===== config.mk =====
export PLATFORM = sky130hd
export DESIGN_NAME = pfr_rx_frame_filter
export DESIGN_NICKNAME = d
export VERILOG_FILES = /design/src/rtl/pfr_pkg.sv /design/src/rtl/pfr_addr_filter.sv /design/src/rtl/pfr_rx_frame_filter.sv
export VERILOG_INCLUDE_DIRS = /design/src /design/src/rtl
export SDC_FILE = /design/constraint.sdc
export NUM_CORES = 1
export LEC_CHECK = 0
export BUFFER_PORTS_ARGS = -buffer_cell sky130_fd_sc_hd__buf_2
export CORE_MARGIN = 2
export CORE_UTILIZATION = 55
export DETAILED_ROUTE_END_ITERATION = 10
export PLACE_DENSITY = 0.75
export SLEW_MARGIN = 10
export SYNTH_ARGS = -nofsm -noshare
export SYNTH_HDL_FRONTEND = slang
export SYNTH_SLANG_ARGS = --single-unit

===== constraint.sdc =====
create_clock -name CLK_SYS -period 18.8 [get_ports CLK_SYS]
set_input_delay 3.76 -clock CLK_SYS [delete_from_list [all_inputs] [get_ports CLK_SYS]]
set_output_delay 3.76 -clock CLK_SYS [all_outputs]
set_load 0.1 [all_outputs]

===== src/rtl/pfr_params.svh =====
`ifndef PFR_PARAMS_SVH
`define PFR_PARAMS_SVH

// Register offsets
`define PFR_OFS_SIGNAL_STATUS 6'h06
`define PFR_OFS_EXT_RX_CTRL 6'h17
`define PFR_OFS_SHORT_LO 6'h20
`define PFR_OFS_SHORT_HI 6'h21
`define PFR_OFS_NETID_LO 6'h22
`define PFR_OFS_NETID_HI 6'h23
`define PFR_OFS_EXT_ADDR0 6'h24
`define PFR_OFS_EXT_ADDR7 6'h2b
`define PFR_OFS_ACK_CTRL 6'h2e

// Field positions
`define PFR_BIT_FCS_VALID 7
`define PFR_BIT_PROM_EN 1
`define PFR_BIT_ACK_DIS 4
`define PFR_FVN_HI 7
`define PFR_FVN_LO 6
`define PFR_LEVEL_HI 4
`define PFR_LEVEL_LO 0
`define PFR_FCF_TYPE_HI 2
`define PFR_FCF_TYPE_LO 0
`define PFR_FCF_ACKREQ 5
`define PFR_FCF_DST_HI 3
`define PFR_FCF_DST_LO 2
`define PFR_FCF_VER_HI 5
`define PFR_FCF_VER_LO 4

// Reset values
`define PFR_RST_EXT_RX_CTRL 8'h00
`define PFR_RST_ACK_CTRL 8'h00
`define PFR_RST_SHORT 16'hffff
`define PFR_RST_NETID 16'hffff
`define PFR_RST_EXT_ADDR 64'h0000_0000_0000_0000

// Frame layout
`define PFR_BROADCAST 16'hffff
`define PFR_IDX_FCF_LO 7'h00
`define PFR_IDX_FCF_HI 7'h01
`define PFR_IDX_PAN_LO 7'h03
`define PFR_IDX_PAN_HI 7'h04
`define PFR_IDX_DST0 7'h05
`define PFR_LEN_NO_DST 7'h03
`define PFR_LEN_SHORT_DST 7'h07
`define PFR_LEN_EXT_DST 7'h0d
`define PFR_CNT_MAX 7'h7f
`define PFR_TYPE_BEACON 3'h0
`define PFR_TYPE_DATA 3'h1
`define PFR_TYPE_CMD 3'h3
`define PFR_MODE_NONE 2'h0
`define PFR_MODE_SHORT 2'h2
`define PFR_MODE_EXT 2'h3
`define PFR_FVN_ANY 2'h3

`endif


===== src/rtl/pfr_pkg.sv =====
`default_nettype none
package pfr_pkg;
   // Receive sequencing
   typedef enum logic [0:0] {PFR_IDLE, PFR_RECV} pfr_rx_state_t;
   typedef logic [7:0] pfr_byte_t;
endpackage
`default_nettype wire


===== src/rtl/pfr_addr_filter.sv =====
`timescale 1ns/1ns
`default_nettype none
`include "pfr_params.svh"
module pfr_addr_filter
   import pfr_pkg::*;
(
   input wire logic clk,
   input wire logic rst_n,
   input wire logic clear,
   input wire logic byte_valid,
   input wire pfr_byte_t byte_data,
   input wire logic [15:0] my_short,
   input wire logic [15:0] my_net_id,
   input wire logic [63:0] my_ext,
   output logic addr_match,
   output logic ack_requested,
   output logic [1:0] frame_version
);
   logic [6:0] cnt_ff;
   pfr_byte_t fcf_lo_ff;
   pfr_byte_t fcf_hi_ff;
   logic [15:0] pan_ff;
   pfr_byte_t dst_ff [0:7];
   logic [2:0] ftype;
   logic [1:0] dst_mode;
   logic [15:0] dst_short;
   logic [63:0] dst_ext;
   logic [6:0] need_len;
   logic pan_ok;

   // Byte position, saturating so long frames never wrap into header slots
   always_ff @(posedge clk or negedge rst_n)
   begin
      if (!rst_n)
         cnt_ff <= 7'h00;
      else if (clear)
         cnt_ff <= 7'h00;
      else if (byte_valid && cnt_ff != `PFR_CNT_MAX)
         cnt_ff <= cnt_ff + 7'h01;
   end

   // Capture header fields as they stream past
   always_ff @(posedge clk or negedge rst_n)
   begin
      if (!rst_n)
      begin
         fcf_lo_ff <= 8'h00;
         fcf_hi_ff <= 8'h00;
         pan_ff <= 16'h0000;
         for (int i = 0; i < 8; i++)
            dst_ff[i] <= 8'h00;
      end
      else if (clear)
      begin
         fcf_lo_ff <= 8'h00;
         fcf_hi_ff <= 8'h00;
      end
      else if (byte_valid)
      begin
         if (cnt_ff == `PFR_IDX_FCF_LO)
            fcf_lo_ff <= byte_data;
         if (cnt_ff == `PFR_IDX_FCF_HI)
            fcf_hi_ff <= byte_data;
         if (cnt_ff == `PFR_IDX_PAN_LO)
            pan_ff[7:0] <= byte_data;
         if (cnt_ff == `PFR_IDX_PAN_HI)
            pan_ff[15:8] <= byte_data;
         if (cnt_ff >= `PFR_IDX_DST0 && cnt_ff < `PFR_LEN_EXT_DST)
            dst_ff[3'(cnt_ff - `PFR_IDX_DST0)] <= byte_data;
      end
   end

   // Field decode
   assign ftype = fcf_lo_ff[`PFR_FCF_TYPE_HI:`PFR_FCF_TYPE_LO];
   assign ack_requested = fcf_lo_ff[`PFR_FCF_ACKREQ];
   assign dst_mode = fcf_hi_ff[`PFR_FCF_DST_HI:`PFR_FCF_DST_LO];
   assign frame_version = fcf_hi_ff[`PFR_FCF_VER_HI:`PFR_FCF_VER_LO];
   assign dst_short = {dst_ff[1], dst_ff[0]};
   assign dst_ext = {dst_ff[7], dst_ff[6], dst_ff[5], dst_ff[4],
                     dst_ff[3], dst_ff[2], dst_ff[1], dst_ff[0]};
   assign pan_ok = (pan_ff == my_net_id) || (pan_ff == `PFR_BROADCAST);

   // Address check; a truncated header never matches
   always_comb
   begin
      addr_match = 1'b0;
      need_len = `PFR_LEN_NO_DST;
      if (ftype == `PFR_TYPE_BEACON || ftype == `PFR_TYPE_DATA || ftype == `PFR_TYPE_CMD)
      begin
         case (dst_mode)
            `PFR_MODE_SHORT:
            begin
               need_len = `PFR_LEN_SHORT_DST;
               addr_match = pan_ok && (dst_short == my_short || dst_short == `PFR_BROADCAST);
            end
            `PFR_MODE_EXT:
            begin
               need_len = `PFR_LEN_EXT_DST;
               addr_match = pan_ok && (dst_ext == my_ext);
            end
            `PFR_MODE_NONE:
               addr_match = (ftype == `PFR_TYPE_BEACON);
            default:
               addr_match = 1'b0;
         endcase
         if (cnt_ff < need_len)
            addr_match = 1'b0;
      end
   end
endmodule
`default_nettype wire


===== src/rtl/pfr_rx_frame_filter.sv =====
// How it works
// Promiscuous: only FCS-level filtering, frames passed on without further MAC handling.
// Promiscuous: frame-end event for every frame, even with bad FCS.
// Host reads FCS-valid bit at 0x06 after frame end, drops bad frames.
// FCS result also shown in bit 7 of the receive status byte.
// Ack disable clear: valid, address-matched frames get acked, promiscuous too.
// Ack disable at 0x2E bit 4 kills all auto acks; host sets it.
// Bit 1 at 0x17 enables promiscuous reception in extended receive mode.
// Address-match event in every mode when frame matches node addresses.
// Basic receive: start event on header, end event when frame completes.
// FCS-valid bit updates in the same cycle as the frame-end event.
// Version select 7:6 gates acks: 00 v0, 01 v0-1, 10 v0-2, 11 any.
// Host zeroes all address registers for promiscuous setup.
// Sniffer: start and end events for every frame regardless of FCS.
// Host leaves other extended receive bits at reset for sniffer setup.
// Ack disable set: no ack starts, whatever the ack request bit says.
`timescale 1ns/1ns
`default_nettype none
`include "pfr_params.svh"
module pfr_rx_frame_filter
   import pfr_pkg::*;
(
   input wire logic CLK_SYS,
   input wire logic RST_B,
   // Register port
   input wire logic [5:0] REG_ADDR,
   input wire logic [7:0] REG_WDATA,
   input wire logic REG_WR,
   input wire logic REG_RD,
   output logic [7:0] REG_RDATA,
   // Receive side
   input wire logic RX_EXT_MODE,
   input wire logic RX_PHR_VALID,
   input wire logic RX_BYTE_VALID,
   input wire logic [7:0] RX_BYTE,
   input wire logic RX_FRAME_DONE,
   input wire logic RX_FCS_OK,
   input wire logic [4:0] RX_SIGNAL_LEVEL,
   // Events and status
   output logic FRAME_START_IRQ,
   output logic FRAME_END_IRQ,
   output logic ADDRESS_MATCH_IRQ,
   output logic ACK_START,
   output logic [7:0] RX_STATUS_BYTE
);

   // Reset release stages
   logic rst_meta_ff;
   logic rst_sync_ff;
   logic rst_n;
   // Software-visible registers
   logic [7:0] ext_rx_ctrl_ff;
   logic [7:0] ack_ctrl_ff;
   logic [15:0] short_addr_ff;
   logic [15:0] net_id_ff;
   logic [63:0] ext_addr_ff;
   logic fcs_valid_ff;
   logic [7:0] rdata_ff;
   // Registered event outputs
   logic start_irq_ff;
   logic end_irq_ff;
   logic match_irq_ff;
   logic ack_start_ff;
   // Receive sequencing
   pfr_rx_state_t state_ff;
   pfr_rx_state_t nxt_state;
   // Decoded controls
   logic prom_en;
   logic ack_dis;
   logic [1:0] fvn_sel;
   // Header filter results
   logic addr_match;
   logic ack_requested;
   logic [1:0] frame_version;
   logic version_ok;
   // Completion and register helpers
   logic frame_done;
   logic [2:0] ext_idx;
   logic [7:0] signal_status;

   // Reset release through two stages so deassertion is clean to CLK_SYS
   always_ff @(posedge CLK_SYS or negedge RST_B)
   begin
      if (!RST_B)
      begin
         rst_meta_ff <= 1'b0;
         rst_sync_ff <= 1'b0;
      end
      else
      begin
         rst_meta_ff <= 1'b1;
         rst_sync_ff <= rst_meta_ff;
      end
   end
   assign rst_n = rst_sync_ff;

   // Control fields
   assign prom_en = ext_rx_ctrl_ff[`PFR_BIT_PROM_EN];
   assign ack_dis = ack_ctrl_ff[`PFR_BIT_ACK_DIS];
   assign fvn_sel = ack_ctrl_ff[`PFR_FVN_HI:`PFR_FVN_LO];
   assign ext_idx = 3'(REG_ADDR - `PFR_OFS_EXT_ADDR0);

   // Control registers; unused bits are kept so software reads back what it wrote
   always_ff @(posedge CLK_SYS or negedge rst_n)
   begin
      if (!rst_n)
      begin
         ext_rx_ctrl_ff <= `PFR_RST_EXT_RX_CTRL;
         ack_ctrl_ff <= `PFR_RST_ACK_CTRL;
      end
      else if (REG_WR)
      begin
         if (REG_ADDR == `PFR_OFS_EXT_RX_CTRL)
            ext_rx_ctrl_ff <= REG_WDATA;
         if (REG_ADDR == `PFR_OFS_ACK_CTRL)
            ack_ctrl_ff <= REG_WDATA;
      end
   end

   // Node address registers; promiscuous setups zero them
   always_ff @(posedge CLK_SYS or negedge rst_n)
   begin
      if (!rst_n)
      begin
         short_addr_ff <= `PFR_RST_SHORT;
         net_id_ff <= `PFR_RST_NETID;
         ext_addr_ff <= `PFR_RST_EXT_ADDR;
      end
      else if (REG_WR)
      begin
         case (REG_ADDR)
            `PFR_OFS_SHORT_LO:
               short_addr_ff[7:0] <= REG_WDATA;
            `PFR_OFS_SHORT_HI:
               short_addr_ff[15:8] <= REG_WDATA;
            `PFR_OFS_NETID_LO:
               net_id_ff[7:0] <= REG_WDATA;
            `PFR_OFS_NETID_HI:
               net_id_ff[15:8] <= REG_WDATA;
            default:
            begin
               if (REG_ADDR >= `PFR_OFS_EXT_ADDR0 && REG_ADDR <= `PFR_OFS_EXT_ADDR7)
                  ext_addr_ff[8*ext_idx +: 8] <= REG_WDATA;
            end
         endcase
      end
   end

   // Status register view: FCS flag on top, level in the low bits
   always_comb
   begin
      signal_status = 8'h00;
      signal_status[`PFR_BIT_FCS_VALID] = fcs_valid_ff;
      signal_status[`PFR_LEVEL_HI:`PFR_LEVEL_LO] = RX_SIGNAL_LEVEL;
   end

   // Read data registered one cycle after REG_RD; unmapped offsets read zero
   always_ff @(posedge CLK_SYS or negedge rst_n)
   begin
      if (!rst_n)
         rdata_ff <= 8'h00;
      else if (REG_RD)
      begin
         case (REG_ADDR)
            `PFR_OFS_SIGNAL_STATUS:
               rdata_ff <= signal_status;
            `PFR_OFS_EXT_RX_CTRL:
               rdata_ff <= ext_rx_ctrl_ff;
            `PFR_OFS_ACK_CTRL:
               rdata_ff <= ack_ctrl_ff;
            `PFR_OFS_SHORT_LO:
               rdata_ff <= short_addr_ff[7:0];
            `PFR_OFS_SHORT_HI:
               rdata_ff <= short_addr_ff[15:8];
            `PFR_OFS_NETID_LO:
               rdata_ff <= net_id_ff[7:0];
            `PFR_OFS_NETID_HI:
               rdata_ff <= net_id_ff[15:8];
            default:
            begin
               if (REG_ADDR >= `PFR_OFS_EXT_ADDR0 && REG_ADDR <= `PFR_OFS_EXT_ADDR7)
                  rdata_ff <= ext_addr_ff[8*ext_idx +: 8];
               else
                  rdata_ff <= 8'h00;
            end
         endcase
      end
   end
   assign REG_RDATA = rdata_ff;

   // Header parsing and address comparison
   pfr_addr_filter u_addr_filter (
      .clk(CLK_SYS),
      .rst_n(rst_n),
      .clear(RX_PHR_VALID),
      .byte_valid(RX_BYTE_VALID),
      .byte_data(RX_BYTE),
      .my_short(short_addr_ff),
      .my_net_id(net_id_ff),
      .my_ext(ext_addr_ff),
      .addr_match(addr_match),
      .ack_requested(ack_requested),
      .frame_version(frame_version)
   );

   // Version gate: any version up to and including the limit, or everything at the top setting
   assign version_ok = (fvn_sel == `PFR_FVN_ANY) || (frame_version <= fvn_sel);

   // Receive sequencing; a new header restarts a frame in flight
   always_comb
   begin
      nxt_state = state_ff;
      case (state_ff)
         PFR_IDLE:
         begin
            if (RX_PHR_VALID)
               nxt_state = PFR_RECV;
         end
         PFR_RECV:
         begin
            if (RX_FRAME_DONE && !RX_PHR_VALID)
               nxt_state = PFR_IDLE;
         end
         default:
            nxt_state = PFR_IDLE;
      endcase
   end

   // State register; restarts are resolved in the next-state logic
   always_ff @(posedge CLK_SYS or negedge rst_n)
   begin
      if (!rst_n)
         state_ff <= PFR_IDLE;
      else
         state_ff <= nxt_state;
   end

   // Completion only counts inside a frame, so stray done strobes are ignored
   assign frame_done = (state_ff == PFR_RECV) && RX_FRAME_DONE && !RX_PHR_VALID;

   // Start event on a valid header in basic and promiscuous receive
   always_ff @(posedge CLK_SYS or negedge rst_n)
   begin
      if (!rst_n)
         start_irq_ff <= 1'b0;
      else
         start_irq_ff <= RX_PHR_VALID && (!RX_EXT_MODE || prom_en);
   end

   // End event: every frame unless extended filtering rejects it
   always_ff @(posedge CLK_SYS or negedge rst_n)
   begin
      if (!rst_n)
         end_irq_ff <= 1'b0;
      else if (frame_done)
      begin
         if (!RX_EXT_MODE)
            end_irq_ff <= 1'b1;
         else if (prom_en)
            end_irq_ff <= 1'b1;
         else
            end_irq_ff <= RX_FCS_OK && addr_match;
      end
      else
         end_irq_ff <= 1'b0;
   end

   // FCS flag loads on the same edge that raises the end event
   always_ff @(posedge CLK_SYS or negedge rst_n)
   begin
      if (!rst_n)
         fcs_valid_ff <= 1'b0;
      else if (frame_done)
         fcs_valid_ff <= RX_FCS_OK;
   end

   // Status byte mirrors the flag so the host can skip a register read
   assign RX_STATUS_BYTE = {fcs_valid_ff, 7'h00};

   // Address match reported in any mode, only for intact frames
   always_ff @(posedge CLK_SYS or negedge rst_n)
   begin
      if (!rst_n)
         match_irq_ff <= 1'b0;
      else
         match_irq_ff <= frame_done && RX_FCS_OK && addr_match;
   end

   // Ack only in extended receive, and never once ack disable is set
   always_ff @(posedge CLK_SYS or negedge rst_n)
   begin
      if (!rst_n)
         ack_start_ff <= 1'b0;
      else
         ack_start_ff <= frame_done && RX_EXT_MODE && !ack_dis
                         && RX_FCS_OK && addr_match && ack_requested && version_ok;
   end

   // Event outputs are single-cycle pulses
   assign FRAME_START_IRQ = start_irq_ff;
   assign FRAME_END_IRQ = end_irq_ff;
   assign ADDRESS_MATCH_IRQ = match_irq_ff;
   assign ACK_START = ack_start_ff;
endmodule
`default_nettype wire


==> impl_metrics.toml <==
[yosys]
synth_area_leaders = "dfrtp_1 (43%), mux2_2 (18%), xnor2_1 (7.6%)"
synthDistinctLibCells = 61
ys_ff_latch = 223
seq_area_frac_synth_pct = 50.0
syn_area_per_cell_sq_um = 12.8
ys_warn_count = 0
yosysTopAreaCell = "dfrtp_1"
synth_ff_type = "dfrtp_1"
netlist_area_sq_um = 11200
postSynth.asyncResetShare_pct = 100
synth_edf_count = 0
synth_top_area_share_pct = 42.5
synthCells = 877

[flow_run]
cap_viol_max_count = 0

[sta]
finalHoldViolCount = 0
skew_ns = 0.0208
fin_ws_ns = 12.53
setup-tns-final_ns = 0
hold_slack_ns = 0.348
min_period_ns = 6.27
clock.fmax_mhz = 160
setup_viol = 0
slew_headroom_pct = 32.0
rsz0062_at_grt = "false"
fin_crit_sh_pct = 33.3
worst_pin_slew_ns = 1.02
drv_slew = 0

[cts]
path_clk_slew_ns = 0.06
cts_tree = "yes"
numCtsBuffers = 25
post_cts_buffers = 0
post_cts_resized = 0
cts_hold_buf = 0
clkSinkCount = 223
clk-insertion-delay-late_ns = 0.53
clockBufferDepth = 3
h-tree-depth = 1
cts-root-buf = "clkbuf_16"

[floorplan]
core_sq_um = 20200
die_y_um = 147
row_count = 52
io_pins = 56
die_w_um = 147
dieArea_sq_um = 21600
initial_utilization_pct = 55.8

[placement]
dpl_cell_area_sq_um = 11600
dpl_worst_slack_ns = 12.11
gp_congestion = 0.982
portBuffers = 48
place.detailed.hpwl_mm = 21.4

[drt]
drc = 0
num_vias = 7352
final_antenna_net_count = 0
via_per_inst = 6.14
drt_iter0_drc = 662
drt-pass1-iter-count = 5
wirelength_mm = 29.4
wire_per_inst_um = 24.5

[finish]
num-nets-final = 960
stdcell_area_sq_um = 12400
area_growth_pct = 10.4
drive_gt1_share_pct = 36.6
n_antenna_cell = 0

[grt]
grt-ovfl-total = 0
grt_start_max_net_pins = 81
grt_pass1_vias = 7786
grt_usage_pct = 27.9
antenna_found_initial = 0
grt_pass1_wl_mm = 46.0

[power_and_ir_drop]
irDropWorstVdd_mv = 0.0891
p_leak_nw = 5.55
powerDensity_nw_per_um2 = 96.3
power.total_mw = 1.20

[outcome]
status = "complete, no violations"

[critical_path]
startpoint_type = "input pin"
cp_data_arrival_time_ns = 6.67
cp_max_fo = 20
critical_path_class = "in -> reg"
cp-end-kind = "flip-flop"
cp_data_required_time_ns = 19.21

[min_path]
holdCritPathClass = "reg -> reg"
==> per-stage QoR <==
step	std cells	utilization, %
finish	1198	61.6
floorplan	883	-
global route	1198	61.6
global placement	1153	57.6
CTS	1198	61.6
detailed placement	1153	57.6
==> kinds of logic after synthesis <==
logic type | after synthesis | share of synthesized area (%)
buffers and inverters | 61 | 2.54
adders and majority gates | 14 | 1.56
other | 2 | 0.0668
and+or+nand+nor | 193 | 10.4
AOI/OAI and AO/OA | 70 | 4.86
xor gates and xnor gates | 104 | 8.10
DFF | 223 | 50.0
muxes | 210 | 22.5
==> layout make-up <==
type	instances	area, sq um
Timing Repair Buffer	50	255
Inverter	11	41.3
Sequential cell	223	5620
Tap cell	270	338
Clock buffer	38	724
Clock inverter	7	71.3
Multi-Input combinational cell	599	5360
Fill cell	1586	7750
==> report_power, final <==
| part | internal (mW) | switching [mW] |
|---|---|---|
| Combinational | 0.0667 | 0.0866 |
| Clock | 0.279 | 0.195 |
| Sequential | 0.522 | 0.0468 |
| Total | 0.867 | 0.329 |
==> synthesized netlist by cell type, drive strengths merged, types with 2 or more instances <==
cell type,instances
nor2b,5
dfstp,32
nand2b,5
a221oi,9
buf,28
nand2,41
a31oi,2
nor2,34
clkbuf,22
mux2,180
nor3,4
o2111ai,2
a22o,12
mux4,16
xnor2,98
and4,2
nor4,9
nand3b,6
o31ai,2
ha,14
o22a,6
nand4,44
nand3,12
dfrtp,191
and3,4
nor4b,3
inv,11
conb,2
xor2,6
mux2i,14
o21ai,13
o21a,3
and2,20
a21oi,4
a22oi,8
==> worst paths after layout <==
path | from | to | slack [ns] | cells after the start
max | REG_ADDR[0] | ext_addr_ff[41]$_DFFE_PN0P_ | 12.53 | 8
min | rst_meta_ff$_DFF_PN0_ | rst_n$_DFF_PN0_ | 0.35 | 0
max reg2reg | ext_addr_ff[6]$_DFFE_PN0P_ | ACK_START$_DFF_PN0_ | 16.26 | 6
min reg2reg | rst_meta_ff$_DFF_PN0_ | rst_n$_DFF_PN0_ | 0.35 | 0
max in group asynchronous | RST_B | rst_n$_DFF_PN0_ | 15.67 | 1
min in group asynchronous | rst_n$_DFF_PN0_ | u_addr_filter.dst_ext[21]$_DFFE_PN0P_ | 0.47 | 0
==> placed cells by master (no fill, tap or decap), types with 19 or more instances in the layout <==
| cell type | n |
|---|---|
| mux2_2 | 180 |
| nand2_1 | 40 |
| dfstp_2 | 32 |
| clkbuf_16 | 25 |
| and2_1 | 19 |
| nor2_1 | 27 |
| nand4_1 | 41 |
| dfrtp_1 | 190 |
| buf_2 | 48 |
| xnor2_1 | 98 |
==> flip-flops by register name (all words and copies together) (netlist names), 4 cells and up <==
register	cells
REG_RDATA	8
ack_ctrl_ff	8
ext_addr_ff	64
ext_rx_ctrl_ff	8
net_id_ff	16
short_addr_ff	16
u_addr_filter.cnt_ff	7
u_addr_filter.dst_ext	64
u_addr_filter.fcf_hi_ff	4
u_addr_filter.fcf_lo_ff	4
u_addr_filter.pan_ff	16
==> per-layer routing <==
layer | vias up | share of wire, % | GRT usage (%)
met5 | - | 0 | 0
met4 | 0 | 3.3 | 8.56
met3 | 71 | 5.4 | 4.25
met2 | 250 | 49 | 48.0
met1 | 3802 | 42 | 36.9
li1 | 3229 | - | -
==> critical path, stage by stage <==
cell	delay, ns
buf_2	0.42
inv_1	0.26
ha_1	0.28
ha_1	0.30
nor2_1	0.53
nand3_1	0.24
nor2_2	0.45
mux2_2	0.40
Note: power is estimated with default switching activity, not from simulation.
